File: src/hw/ofd_pkg.sv
// Purpose: shared constants and types for the operand format decoder
// Assumes: APB register access, 32-bit data, byte addresses below 0x40
// Notes:   register offsets and field positions live here only
package ofd_pkg;

    // register byte offsets
    localparam logic [7:0] OFD_CTRL     = 8'h00;
    localparam logic [7:0] OFD_INSTR0   = 8'h04;
    localparam logic [7:0] OFD_INSTR1   = 8'h08;
    localparam logic [7:0] OFD_IADDR    = 8'h0C;
    localparam logic [7:0] OFD_DEC      = 8'h10;
    localparam logic [7:0] OFD_LEN      = 8'h14;
    localparam logic [7:0] OFD_OPCHK    = 8'h18;
    localparam logic [7:0] OFD_PACK_SRC = 8'h1C;
    localparam logic [7:0] OFD_PACK_RES = 8'h20;
    localparam logic [7:0] OFD_UNPK_SRC = 8'h24;
    localparam logic [7:0] OFD_UNPK_RES = 8'h28;
    localparam logic [7:0] OFD_GSEL     = 8'h2C;
    localparam logic [7:0] OFD_GDATA    = 8'h30;

    // field positions
    localparam int CTRL_ASCII_BIT = 0;
    localparam int CTRL_EXC_BIT   = 8;
    localparam int CTRL_NEG_BIT   = 9;
    localparam int GSEL_BYTE_BIT  = 8;
    localparam int OPCHK_SZ_LSB   = 18;
    localparam int OPCHK_FP_BIT   = 20;
    localparam int DEC_ODD_BIT    = 8;
    localparam int DEC_RRIMM_BIT  = 17;
    localparam int DEC_AFLT_BIT   = 18;
    localparam int DEC_SFLT_BIT   = 19;

    // reset values
    localparam logic [31:0] RST_WORD  = 32'h0000_0000;
    localparam logic        RST_ASCII = 1'b0;

    // zone and sign codes
    localparam logic [3:0] ZONE_EBCDIC = 4'hF;
    localparam logic [3:0] ZONE_ASCII  = 4'h5;
    localparam logic [3:0] SIGN_NEG_A  = 4'hB;
    localparam logic [3:0] SIGN_NEG_B  = 4'hD;
    localparam logic [3:0] SIGN_PLUS   = 4'hC;
    localparam logic [3:0] DIGIT_MAX   = 4'h9;

    // operand sizes and limits
    localparam logic [1:0] SZ_BYTE   = 2'h0;
    localparam logic [1:0] SZ_HALF   = 2'h1;
    localparam logic [1:0] SZ_WORD   = 2'h2;
    localparam logic [1:0] SZ_DOUBLE = 2'h3;
    localparam logic [8:0] SS_LOGIC_MAX = 9'h100;
    localparam logic [8:0] SS_DEC_MAX   = 9'h010;
    localparam logic [7:0] RR_IMM_OPC   = 8'h0A;
    localparam logic [2:0] ILEN_SHORT = 3'h2;
    localparam logic [2:0] ILEN_MID   = 3'h4;
    localparam logic [2:0] ILEN_LONG  = 3'h6;

    typedef enum logic [4:0] {
        FMT_RR = 5'b00001,
        FMT_RX = 5'b00010,
        FMT_RS = 5'b00100,
        FMT_SI = 5'b01000,
        FMT_SS = 5'b10000
    } ofd_fmt_t;

    typedef struct packed {
        ofd_fmt_t   fmt;
        logic [2:0] ilen;
        logic [7:0] imm;
        logic       rr_imm;
        logic [3:0] r1;
        logic [3:0] r3;
        logic [4:0] grp;
        logic [8:0] len1;
        logic [8:0] len2;
    } ofd_dec_t;

    typedef struct packed {
        logic [31:0] res;
        logic        exc;
        logic        neg;
    } ofd_cvt_t;

endpackage
File: src/hw/ofd_decoder.sv
// Purpose: instruction format and decimal operand decoder behind APB
// Assumes: single clock pclk, async active-low presetn, APB slave
// Notes:   one wait state on every access, pslverr on unmapped offsets
//
// What this block does
// - unpacked byte: zone high nibble, digit low
// - zone 1111 for EBCDIC, 0101 for ASCII
// - unpacked sign from lowest byte zone
// - packed bytes hold two digits each
// - packed sign from lowest byte low nibble
// - 1011,1101 minus; 1010,1100,1110,1111 plus
// - one status bit selects ASCII or EBCDIC
// - decimal arithmetic uses packed operands only
// - convert unpacked to packed and back
// - register logical data one or four bytes
// - byte ops keep upper 24 bits unchanged
// - words word-aligned, halves half-aligned, bytes free
// - lengths 2, 4, 6; even start address
// - five formats: RR, RX, RS, SI, SS
// - length field holds true length minus one
// - RR: double in FP, word in general
// - some RR use both fields as immediate
// - RX moves at most a double word
// - RS first and third bound register group
// - SI: 8-bit immediate with byte or half
// - SS logical: equal lengths 1 to 256
// - SS decimal: independent lengths 1 to 16
// - 32 general registers of 32 bits
//
// The implementer's own choices: the APB interface to the registers and the register addresses.
`timescale 1ns/1ns
module ofd_decoder
    import ofd_pkg::*;
#(
    parameter int NUM_GPR = 32,
    parameter int GPR_W   = 32
) (
    input  wire logic        pclk,
    input  wire logic        presetn,
    input  wire logic        psel,
    input  wire logic        penable,
    input  wire logic        pwrite,
    input  wire logic [7:0]  paddr,
    input  wire logic [31:0] pwdata,
    output logic      [31:0] prdata,
    output logic             pready,
    output logic             pslverr,
    output logic             data_exc,
    output logic      [4:0]  fmt
);

    initial begin
        if (NUM_GPR != 32 || GPR_W != 32) begin
            $error("ofd_decoder serves only 32 registers of 32 bits");
        end
    end

    // nibble is not a decimal digit
    function automatic logic bad_digit(input logic [3:0] n);
        bad_digit = (n > DIGIT_MAX);
    endfunction

    // nibble is one of the six sign codes
    function automatic logic sign_ok(input logic [3:0] n);
        sign_ok = (n >= 4'hA);
    endfunction

    function automatic logic sign_neg(input logic [3:0] n);
        sign_neg = (n == SIGN_NEG_A) || (n == SIGN_NEG_B);
    endfunction

    // unpacked word (4 digits, sign in zone of low byte) to packed
    function automatic ofd_cvt_t pack_word(input logic [31:0] w, input logic asc);
        ofd_cvt_t   r;
        logic [3:0] zn;
        logic [3:0] sg;
        r  = '0;
        zn = w[7:4];
        sg = sign_ok(zn) ? zn : SIGN_PLUS;
        r.res = {12'h000, w[27:24], w[19:16], w[11:8], w[3:0], sg};
        r.exc = bad_digit(w[27:24]) | bad_digit(w[19:16]) | bad_digit(w[11:8])
              | bad_digit(w[3:0])
              | (!sign_ok(zn) && zn != (asc ? ZONE_ASCII : ZONE_EBCDIC));
        r.neg = sign_neg(sg);
        return r;
    endfunction

    // packed word (7 digits and sign) to unpacked low four digits
    function automatic ofd_cvt_t unpack_word(input logic [31:0] w, input logic asc);
        ofd_cvt_t   r;
        logic [3:0] zn;
        r  = '0;
        zn = asc ? ZONE_ASCII : ZONE_EBCDIC;
        r.res = {zn, w[19:16], zn, w[15:12], zn, w[11:8], w[3:0], w[7:4]};
        r.exc = !sign_ok(w[3:0]);
        for (int i = 1; i < 8; i++) begin
            r.exc = r.exc | bad_digit(w[4*i +: 4]);
        end
        r.neg = sign_neg(w[3:0]);
        return r;
    endfunction

    // registers
    logic [31:0]      instr0_ff;
    logic [31:0]      instr1_ff;
    logic [17:0]      iaddr_ff;
    logic [20:0]      opchk_ff;
    logic             ascii_ff;
    logic [31:0]      pack_ff;
    logic [31:0]      unpk_ff;
    logic             exc_ff;
    logic             neg_ff;
    logic [4:0]       gsel_ff;
    logic             gbyte_ff;
    logic [31:0]      prdata_ff;
    logic             pready_ff;
    logic             pslverr_ff;
    logic [4:0]       fmt_ff;
    logic [GPR_W-1:0] gpr_mem [NUM_GPR];

    // bus decode
    wire        acc_first = psel & penable & ~pready_ff;
    wire        acc_done  = psel & penable & pready_ff;
    wire        hit       = (paddr[1:0] == 2'h0) && (paddr <= OFD_GDATA);
    wire        wr_en     = acc_done & pwrite & hit;
    wire        wr_ctrl   = wr_en && paddr == OFD_CTRL;
    wire        wr_i0     = wr_en && paddr == OFD_INSTR0;
    wire        wr_i1     = wr_en && paddr == OFD_INSTR1;
    wire        wr_ia     = wr_en && paddr == OFD_IADDR;
    wire        wr_opc    = wr_en && paddr == OFD_OPCHK;
    wire        wr_pack   = wr_en && paddr == OFD_PACK_SRC;
    wire        wr_unpk   = wr_en && paddr == OFD_UNPK_SRC;
    wire        wr_gsel   = wr_en && paddr == OFD_GSEL;
    wire        wr_gdat   = wr_en && paddr == OFD_GDATA;

    // instruction decode
    wire [7:0]  opcode = instr0_ff[31:24];
    wire        is_rr  = opcode[7:6] == 2'b00;
    wire        is_rx  = opcode[7:6] == 2'b01;
    wire        is_rs  = opcode[7:6] == 2'b10 && opcode[5:4] == 2'b00;
    wire        is_si  = opcode[7:6] == 2'b10 && opcode[5:4] != 2'b00;
    wire        is_ss  = opcode[7:6] == 2'b11;
    wire        ss_dec = is_ss & opcode[4];
    wire [7:0]  lfield = instr0_ff[23:16];
    ofd_dec_t   dec;

    assign dec.fmt    = is_rr ? FMT_RR : is_rx ? FMT_RX : is_rs ? FMT_RS
                      : is_si ? FMT_SI : FMT_SS;
    assign dec.ilen   = is_rr ? ILEN_SHORT : is_ss ? ILEN_LONG : ILEN_MID;
    assign dec.imm    = instr0_ff[23:16];
    assign dec.rr_imm = is_rr && opcode == RR_IMM_OPC;
    assign dec.r1     = instr0_ff[23:20];
    assign dec.r3     = instr0_ff[19:16];
    assign dec.grp    = is_rs ? {1'b0, 4'(dec.r3 - dec.r1)} + 5'h01 : 5'h00;
    assign dec.len1   = !is_ss ? 9'h000
                      : ss_dec ? {5'h00, lfield[7:4]} + 9'h001
                      : {1'b0, lfield} + 9'h001;
    assign dec.len2   = !is_ss ? 9'h000
                      : ss_dec ? {5'h00, lfield[3:0]} + 9'h001
                      : {1'b0, lfield} + 9'h001;
    wire        odd_ia = iaddr_ff[0];

    // storage operand alignment and size limits
    wire [1:0]  op_sz  = opchk_ff[OPCHK_SZ_LSB +: 2];
    wire        op_fp  = opchk_ff[OPCHK_FP_BIT];
    wire [2:0]  op_lo  = opchk_ff[2:0];
    wire        a_flt  = (op_sz == SZ_HALF   && op_lo[0])
                      || (op_sz == SZ_WORD   && op_lo[1:0] != 2'h0)
                      || (op_sz == SZ_DOUBLE && op_lo != 3'h0);
    wire        s_flt  = (is_rr && !op_fp && op_sz == SZ_DOUBLE)
                      || (is_si && op_sz > SZ_HALF);

    // conversions
    ofd_cvt_t   pk_nxt;
    ofd_cvt_t   up_nxt;
    assign pk_nxt = pack_word(pwdata, ascii_ff);
    assign up_nxt = unpack_word(pwdata, ascii_ff);

    // read mux
    wire [31:0] gpr_rd = gpr_mem[gsel_ff];
    wire [31:0] dec_rd = {12'h000, s_flt, a_flt, dec.rr_imm, dec.imm,
                          odd_ia, dec.ilen, dec.fmt};
    wire [31:0] len_rd = {2'b00, dec.grp, dec.len2, 7'h00, dec.len1};
    logic [31:0] rd_mux;
    always_comb begin
        case (paddr)
            OFD_CTRL:     rd_mux = {22'h0, neg_ff, exc_ff, 7'h00, ascii_ff};
            OFD_INSTR0:   rd_mux = instr0_ff;
            OFD_INSTR1:   rd_mux = instr1_ff;
            OFD_IADDR:    rd_mux = {14'h0, iaddr_ff};
            OFD_DEC:      rd_mux = dec_rd;
            OFD_LEN:      rd_mux = len_rd;
            OFD_OPCHK:    rd_mux = {11'h0, opchk_ff};
            OFD_PACK_RES: rd_mux = pack_ff;
            OFD_UNPK_RES: rd_mux = unpk_ff;
            OFD_GSEL:     rd_mux = {23'h0, gbyte_ff, 3'h0, gsel_ff};
            OFD_GDATA:    rd_mux = gpr_rd;
            default:      rd_mux = RST_WORD;
        endcase
    end

    // apb handshake
    always_ff @(posedge pclk or negedge presetn) begin
        if (!presetn) begin
            pready_ff  <= 1'b0;
            pslverr_ff <= 1'b0;
            prdata_ff  <= RST_WORD;
        end else begin
            pready_ff  <= acc_first;
            pslverr_ff <= acc_first & ~hit;
            if (acc_first) begin
                prdata_ff <= hit ? rd_mux : RST_WORD;
            end
        end
    end

    // control and instruction registers
    always_ff @(posedge pclk or negedge presetn) begin
        if (!presetn) begin
            ascii_ff  <= RST_ASCII;
            instr0_ff <= RST_WORD;
            instr1_ff <= RST_WORD;
            iaddr_ff  <= 18'h00000;
            opchk_ff  <= 21'h000000;
            gsel_ff   <= 5'h00;
            gbyte_ff  <= 1'b0;
            fmt_ff    <= 5'h00;
        end else begin
            if (wr_ctrl) ascii_ff <= pwdata[CTRL_ASCII_BIT];
            if (wr_i0) instr0_ff <= pwdata;
            if (wr_i1) instr1_ff <= {16'h0000, pwdata[15:0]};
            if (wr_ia) iaddr_ff <= pwdata[17:0];
            if (wr_opc) opchk_ff <= pwdata[20:0];
            if (wr_gsel) begin
                gsel_ff  <= pwdata[4:0];
                gbyte_ff <= pwdata[GSEL_BYTE_BIT];
            end
            fmt_ff <= dec.fmt;
        end
    end

    // decimal conversion results with exception and sign flags
    always_ff @(posedge pclk or negedge presetn) begin
        if (!presetn) begin
            pack_ff <= RST_WORD;
            unpk_ff <= RST_WORD;
            exc_ff  <= 1'b0;
            neg_ff  <= 1'b0;
        end else if (wr_pack) begin
            pack_ff <= pk_nxt.res;
            exc_ff  <= pk_nxt.exc;
            neg_ff  <= pk_nxt.neg;
        end else if (wr_unpk) begin
            unpk_ff <= up_nxt.res;
            exc_ff  <= up_nxt.exc;
            neg_ff  <= up_nxt.neg;
        end else if (wr_ctrl && pwdata[CTRL_EXC_BIT]) begin
            exc_ff  <= 1'b0;
        end
    end

    // general registers, byte mode touches low eight bits only
    always_ff @(posedge pclk) begin
        if (wr_gdat) begin
            if (gbyte_ff) gpr_mem[gsel_ff] <= {gpr_mem[gsel_ff][31:8], pwdata[7:0]};
            else gpr_mem[gsel_ff] <= pwdata;
        end
    end

    assign prdata   = prdata_ff;
    assign pready   = pready_ff;
    assign pslverr  = pslverr_ff;
    assign data_exc = exc_ff;
    assign fmt      = fmt_ff;

    logic [31:0] gpr_old;
    assign gpr_old = gpr_mem[gsel_ff];
endmodule

File: config.mk
export PLATFORM = sky130hd
export DESIGN_NAME = ofd_decoder
export DESIGN_NICKNAME = d
export VERILOG_FILES = /design/src/hw/ofd_pkg.sv /design/src/hw/ofd_decoder.sv
export SDC_FILE = /design/constraint.sdc
export NUM_CORES = 1
export LEC_CHECK = 0
export ABC_AREA = 1
export BUFFER_PORTS_ARGS = -buffer_cell sky130_fd_sc_hd__buf_2
export CAP_MARGIN = 10
export CORE_MARGIN = 2
export CORE_UTILIZATION = 27
export DETAILED_ROUTE_END_ITERATION = 6
export PLACE_DENSITY = 0.37
export SLEW_MARGIN = 5
export SYNTH_ARGS = -nofsm -noshare
export SYNTH_HDL_FRONTEND = slang
export SYNTH_SLANG_ARGS = --single-unit
File: constraint.sdc
create_clock -name pclk -period 9.29 [get_ports pclk]
set_clock_uncertainty 0.1 [all_clocks]
set_input_delay 0.929 -clock pclk [delete_from_list [all_inputs] [get_ports pclk]]
set_output_delay 0.929 -clock pclk [all_outputs]
set_load 0.005 [all_outputs]
==> results_dict.tcl, run 1 <==
set metrics [dict create \
    synth_simple_gate_area_share_pct 26.17 \
    power_density_nw_per_um2 191.1 \
    leakage_nw 25.05 \
    setup_viol 0 \
    grt_util_met3_pct 3.236 \
    top_usage_layer "met2" \
    hold_viol_final 0 \
    htreeDepth 4 \
    yosysTopAreaCell "edfxtp_1" \
    critPathTopFamily "simple AND/OR/NAND/NOR gates" \
    layout_setup_ws_ns 4.756 \
    grt_pass1_vias 34600 \
    critical_path_required_ns 9.58 \
    peakVddDrop_v 0.0001235 \
    reg2regPathDepth 4 \
    die_h_microns 441.3 \
    vias_per_cell 4.552 \
    ios 85 \
    num-fill-cells 19780 \
    synth-adder-area-share_pct 0.3053 \
    insertion_delay_ns 0.81 \
    grt_max_degree 116 \
    yosys_warnings 0 \
    clockRootBuffer "clkbuf_16" \
    synth_top_family_by_area "simple AND/OR/NAND/NOR gates" \
    timing.fmax_ghz 0.2206 \
    dpl.hpwl_mm 119.1 \
    synth_cells 5294 \
    min_period_ns 4.534 \
    grt_usage_pct 19.90 \
    final_nets 5447 \
    yosys-top-cells-area "edfxtp_1 (60%), nand2_1 (23%), dfrtp_1 (8.6%)" \
    first_pass_iters 6 \
    synth_compound_area_share_pct 1.934 \
    place_ws_ns 4.247 \
    cap_viol_max_count 0 \
    die_area_sq_um 194800 \
    initial_utilization_pct 27.15 \
    areaGrowthSynthToFinish_pct 16.47 \
    synth-xor-area-share_pct 0.06785 \
    mappedNetlistArea_sq_um 51630 \
    fin_setup_tns_ns 0 \
    relSlewSlack_pct 17.40 \
    critPathKind "reg2reg" \
    cp_max_fo 97 \
    final_common_cell "nand2_1" \
    synthArstFlopShare_pct 14.74 \
    cp.depth 4 \
    drive_gt1_share_pct 8.921 \
    post_drt_wl_per_cell_microns 24.31 \
    cts_setup_buffers 0 \
    rrSetupSlack_ns 4.76 \
    status "finished clean" \
    row_count 160 \
    numClockSinks 1201 \
    synth_top_area_share_pct 59.55 \
    synth_edf_count 1024 \
    syn_area_per_cell_sq_um 9.753 \
    yosys_register_bits 1201 \
    drv_slew 0 \
    drc 0 \
    end_kind "flip-flop" \
    arrival_ns 4.82 \
    final_cell_mix "nand2_1 (3,164), edfxtp_1 (1,024), nor2_1 (205)" \
    design_area_sq_um 60140 \
    cts_hold_buf 0 \
    post_dp_cell_area_sq_um 55540 \
    clkTransAtPathRegs_ns 0.06 \
    port-buffer-count 84 \
    hold_class "in2async" \
    synth-main-ff-cell "edfxtp_1" \
    drt_iter0_markers 3394 \
    cts_tree "built" \
    met2_usage_pct 30.95 \
    dieWidth_microns 441.3 \
    critPathLaunchType "flip-flop" \
    gp_congestion 0.8350 \
    core_sq_um 190200 \
    crit_buf_inv 2 \
    synth.net_count 5351 \
    cp_cell_sequence "inv_8, buf_12, nand3_1, nor2_4" \
    yosysUniqueCellTypes 36 \
    antenna_found_initial 24 \
    rsz0062_at_grt "no" \
    ys_seq_area_share_pct 68.13 \
    grt_pass1_wl_mm 274.3 \
    finalCritPeriodShare_pct 48.80 \
    grt_use_met1_pct 29.17 \
    cts_made_buffers 146 \
    synthMuxAreaShare_pct 0.3708 \
    overflow 0 \
    antenna_left 0 \
    slowest_delay_ns 1.18 \
    clockBufferDepth 3 \
    worstMarginPinSlew_ns 1.236 \
    slowest_stage "nor2_4" \
    totalWireLength_mm 195.0 \
    cts_resized 0 \
    vias 36510 \
]
cells in the mapped netlist, types with 7 or more instances:
| cell | count |
|---|---|
| nand2_1 | 3165 |
| edfxtp_1 | 1024 |
| nor2_1 | 243 |
| dfrtp_1 | 177 |
| buf_2 | 123 |
| clkbuf_1 | 100 |
| inv_1 | 97 |
| nand3_1 | 69 |
| o21ai_0 | 62 |
| a21oi_1 | 53 |
| o21ai_1 | 40 |
| a31oi_1 | 17 |
| nand4_1 | 14 |
| mux2_2 | 12 |
| o211ai_1 | 12 |
| ha_1 | 11 |
| buf_1 | 10 |
| inv_2 | 10 |
| nor3_4 | 8 |
| buf_6 | 7 |
power breakdown:
part           internal [W]  switching, W  total (W)  leakage, nW
registers           0.00580    0.00000203    0.00580         11.4
logic             0.0000211      0.000116   0.000137         11.4
clock network       0.00317       0.00238    0.00555         2.21
total               0.00899       0.00250     0.0115         25.0
routing by layer:
metal	vias up	wire length, microns
met2	951	88250
met4	0	3372
li1	17330	-
met3	195	10460
met5	-	0
met1	18040	92870
final cells by class:
| type | instances | area (sq um) | area share (%) |
|---|---|---|---|
| repair buffers | 193 | 1385 | 2.303 |
| clock buffers | 195 | 3910 | 6.502 |
| flip-flops and latches | 1201 | 35190 | 58.51 |
| multi-input cells | 3739 | 15410 | 25.63 |
| diodes | 6 | 15.01 | 0.02497 |
| clock inverters | 67 | 653.1 | 1.086 |
| inverters | 109 | 434.2 | 0.7220 |
| well taps | 2511 | 3142 | 5.224 |
cell families after synthesis:
logic type               after synthesis
flip-flops                          1201
XOR/XNOR                               4
AO/OA/AOI/OAI                        188
buffers and inverters                354
adder cells (fa/ha/maj)               12
AND/OR/NAND/NOR                     3518
multiplexers                          17
final timing paths:
check	start	end
min in group pclk	pwdata[11]	unpk_ff[11]
min	presetn	prdata[0]
max in group asynchronous	presetn	prdata[4]
max	gsel_ff[1]	gpr_mem[24][7]
max reg2reg	gsel_ff[1]	gpr_mem[24][7]
min reg2reg	pack_ff[3]	pack_ff[3]
metrics by stage:
| stage | hold slack (ns) | power [W] | std cells | utilization, % |
|---|---|---|---|---|
| 2_1_floorplan | 0.3400 | 0.005940 | 5294 | - |
| 3_3_place_gp | 0.3541 | 0.006056 | 7752 | 29.20 |
| 3_5_place_dp | 0.3584 | 0.006055 | 7752 | 29.20 |
| 4_1_cts | 0.1907 | 0.01164 | 8014 | 31.60 |
| 5_1_grt | 0.2285 | 0.01186 | 8017 | 31.61 |
| 6_report | 0.1649 | 0.01149 | 8021 | 31.62 |
worst reg2reg max path, stage by stage, from the launching register on:
cell and delay, ns:
dfrtp_4 0.68, inv_8 0.46, buf_12 0.55, nand3_1 1.11, nor2_4 1.18
state kept, by name (all words and copies together) (netlist names):
register and flops:
ascii_ff 1, data_exc 1, fmt 5, gbyte_ff 1, gpr_mem 1024, gsel_ff 5, iaddr_ff 18, instr0_ff 32
instr1_ff 16, neg_ff 1, opchk_ff 21, pack_ff 20, prdata 32, pready 1, pslverr 1, unpk_ff 22
Power figures use the tool's default switching activity.
==> run 2: changes to the inputs <==
--- a/config.mk
+++ b/config.mk
@@ -5,13 +5,13 @@
 export SDC_FILE = /design/constraint.sdc
 export NUM_CORES = 1
 export LEC_CHECK = 0
-export ABC_AREA = 1
+export ABC_AREA = 0
 export BUFFER_PORTS_ARGS = -buffer_cell sky130_fd_sc_hd__buf_2
 export CAP_MARGIN = 10
 export CORE_MARGIN = 2
 export CORE_UTILIZATION = 27
 export DETAILED_ROUTE_END_ITERATION = 6
-export PLACE_DENSITY = 0.37
+export PLACE_DENSITY = 0.38
 export SLEW_MARGIN = 5
 export SYNTH_ARGS = -nofsm -noshare
 export SYNTH_HDL_FRONTEND = slang
==> constraint.sdc (replaced) <==
create_clock -name pclk -period 3.8 [get_ports pclk]
set_clock_uncertainty 0.1 [all_clocks]
set_input_delay 0.38 -clock pclk [delete_from_list [all_inputs] [get_ports pclk]]
set_output_delay 0.38 -clock pclk [all_outputs]
set_load 0.005 [all_outputs]
==> run 2 against run 1 <==
Design area fell by 2.0%. Clock power rose by 140%. Non-clock buffer count rose by 159. Die area fell by 6.0%. Combinational power rose to 2.7 times the previous value. Power rose by 140%. Routed wire length fell by 4.6%. Count of clock-buffer cells in the layout fell by 18. First-iteration DRC count fell by 27%. Sequential power rose by 140%. Via count fell by 19%. Sequential cell count did not move. Largest power group unchanged.
==> results_dict.tcl, run 2 <==
set metrics [dict create \
    yosys_warnings 0 \
    largest_register_ffs 1024 \
    insertion_delay_ns 0.78 \
    r2r_end "prdata[3]" \
    vias 29550 \
    hold_viol_final 0 \
    post_dp_cell_area_sq_um 54050 \
    totalWireLength_mm 186.0 \
    peakVddDrop_v 0.0004889 \
    hold_start "pwdata[7]" \
    ios 85 \
    design_area_sq_um 58940 \
    vias_per_cell 5.122 \
    holdWs_ns 0.03878 \
    die_area_sq_um 183200 \
    power_density_nw_per_um2 474.2 \
    critPathLaunchType "flip-flop" \
    grt_util_met3_pct 2.787 \
    setup_viol 0 \
    gp_congestion 0.9105 \
    cts_hold_buf 28 \
    critical_path_required_ns 4.32 \
    yosys_register_bits 1201 \
    rsz0062_at_grt "no" \
    row_count 155 \
    synth.net_count 3050 \
    synth_top_area_share_pct 63.36 \
    ys_seq_area_share_pct 72.48 \
    drt_iter0_markers 2490 \
    cap_viol_max_count 0 \
    dpl.hpwl_mm 116.4 \
    port-buffer-count 84 \
    die_h_microns 428.0 \
    core_sq_um 178600 \
    initial_utilization_pct 27.17 \
    cts_setup_buffers 0 \
    synth.top_cells.by_count "edfxtp_1 (1,024), mux2i_1 (501), o22ai_1 (252), nand2_1 (215), dfrtp_1 (177)" \
    final_nets 3356 \
    grt_max_degree 96 \
    post_drt_wl_per_cell_microns 32.24 \
    areaGrowthSynthToFinish_pct 21.44 \
    cts_tree "built" \
    yosys-top-cells-area "edfxtp_1 (63%), mux2i_1 (10%), dfrtp_1 (9.1%)" \
    relSlewSlack_pct 23.54 \
    clockRootBuffer "clkbuf_16" \
    htreeDepth 4 \
    final_common_cell "edfxtp_1" \
    fin_setup_tns_ns 0 \
    met2_usage_pct 33.60 \
    synth.most_common_cell "edfxtp_1" \
    drv_slew 0 \
    instances_no_fill 5769 \
    cts_resized 0 \
    clockBufferDepth 3 \
    synth-main-ff-cell "edfxtp_1" \
    finalCritPeriodShare_pct 92.62 \
    leakage_nw 19.34 \
    cts_made_buffers 139 \
    synth_cells 2993 \
    grt_pass1_wl_mm 255.1 \
    dieWidth_microns 428.0 \
    syn_area_per_cell_sq_um 16.22 \
    r2r_start "gsel_ff[1]" \
    worstMarginPinSlew_ns 1.147 \
    crit_start "gsel_ff[1]" \
    final_cell_mix "edfxtp_1 (1,024), mux2i_1 (501), o22ai_1 (252)" \
    holdPathEnd "gpr_mem[5][7]" \
    first_pass_iters 5 \
    synth_edf_count 1024 \
    end_kind "flip-flop" \
    reg2regPathDepth 7 \
    timing.fmax_ghz 0.2841 \
    grt_pass1_vias 29630 \
    critPathKind "reg2reg" \
    min_period_ns 3.520 \
    num-fill-cells 17070 \
    status "finished clean" \
    grt_usage_pct 20.01 \
    regMostFlops "gpr_mem" \
    numClockSinks 1201 \
    yosysUniqueCellTypes 76 \
    hold_class "in2reg" \
    synthArstFlopShare_pct 14.74 \
    hold_path_depth 1 \
    top_usage_layer "met2" \
    dp.cells 5484 \
    drc 0 \
    grt_use_met1_pct 27.08 \
    overflow 0 \
    clkTransAtPathRegs_ns 0.06 \
    arrival_ns 4.04 \
    cp_max_fo 52 \
    yosysTopAreaCell "edfxtp_1" \
    drive_gt1_share_pct 21.63 \
    antenna_found_initial 10 \
    mappedNetlistArea_sq_um 48530 \
    antenna_left 0 \
    rrSetupSlack_ns 0.28 \
]
## run 2: cell types whose count changed in the layout (fill, tap and decap cells not counted), sizes merged, moves of 83 or more
| cell | previous run | this run |
|---|---|---|
| nor2 | 251 | 93 |
| mux2 | 17 | 100 |
| nand2 | 3166 | 217 |
| inv | 112 | 22 |
| o22ai | 3 | 252 |
| buf | 192 | 323 |
| mux2i | 0 | 501 |
## run 2: worst max-delay path, cell delays in order (launching register included)
cell and delay, ns:
dfrtp_4 0.72, buf_12 0.35, mux2i_1 0.36, o22ai_1 0.13
nor4_1 0.54, nand2_1 0.24, a2111oi_0 0.73, a21oi_1 0.08
## run 2: kinds of logic (layout without fill, tap and decap cells)
| family | count (synthesis) | count (layout) | share of synthesized area (%) |
|---|---|---|---|
| flops | 1201 | 1201 | 72.48 |
| mux | 618 | 618 | 13.57 |
| simple gates | 488 | 488 | 5.218 |
| compound gates | 458 | 458 | 6.082 |
| buf+inv | 201 | 620 | 2.055 |
| xor+xnor | 15 | 15 | 0.2707 |
| fa+ha+maj | 12 | 12 | 0.3248 |
| other cells | 0 | 2 | 0 |
## run 2: worst max-delay path by stage
| stage | end | slack [ns] | depth (start not counted) |
|---|---|---|---|
| detailed placement | gpr_mem[22][15] | 0.21 | 6 |
| global placement | prdata[3] | 0.28 | 7 |
| CTS | gpr_mem[1][15] | 0.18 | 6 |
| floorplan | gpr_mem[0][0] | 0.11 | 7 |
| global route | prdata[3] | 0.26 | 7 |
| finish | prdata[3] | 0.28 | 7 |
## run 2: layer usage
layer | vias to the layer above | wire length (microns)
met5 | - | 0
met4 | 0 | 4878
met2 | 1043 | 90330
met3 | 237 | 8706
li1 | 12480 | -
met1 | 15790 | 82080
## run 2: layout make-up
| cell class | count | area [sq um] | share of cell area [%] |
|---|---|---|---|
| tap | 2355 | 2947 | 4.999 |
| multi-input combinational | 1591 | 12900 | 21.90 |
| clock buffer | 177 | 3724 | 6.318 |
| antenna | 2 | 5.005 | 0.008491 |
| timing repair buffer | 352 | 3303 | 5.604 |
| clock inverter | 77 | 819.5 | 1.390 |
| inverter | 14 | 52.55 | 0.08916 |
| sequential | 1201 | 35180 | 59.70 |
## run 2: through the flow
| stage | total power (W) | worst slack (ns) | utilization [%] |
|---|---|---|---|
| 6_report | 0.02795 | 0.2804 | 33.00 |
| 3_5_place_dp | 0.01479 | 0.2110 | 30.26 |
| 5_1_grt | 0.02876 | 0.2624 | 33.00 |
| 2_1_floorplan | 0.01454 | 0.1077 | - |
| 3_3_place_gp | 0.01479 | 0.2846 | 30.26 |
| 4_1_cts | 0.02823 | 0.1795 | 32.96 |
## run 2: power breakdown
group          internal (W)  switching (W)
sequential           0.0142     0.00000147
combinational     0.0000829       0.000286
clock               0.00786        0.00555
total                0.0221        0.00583
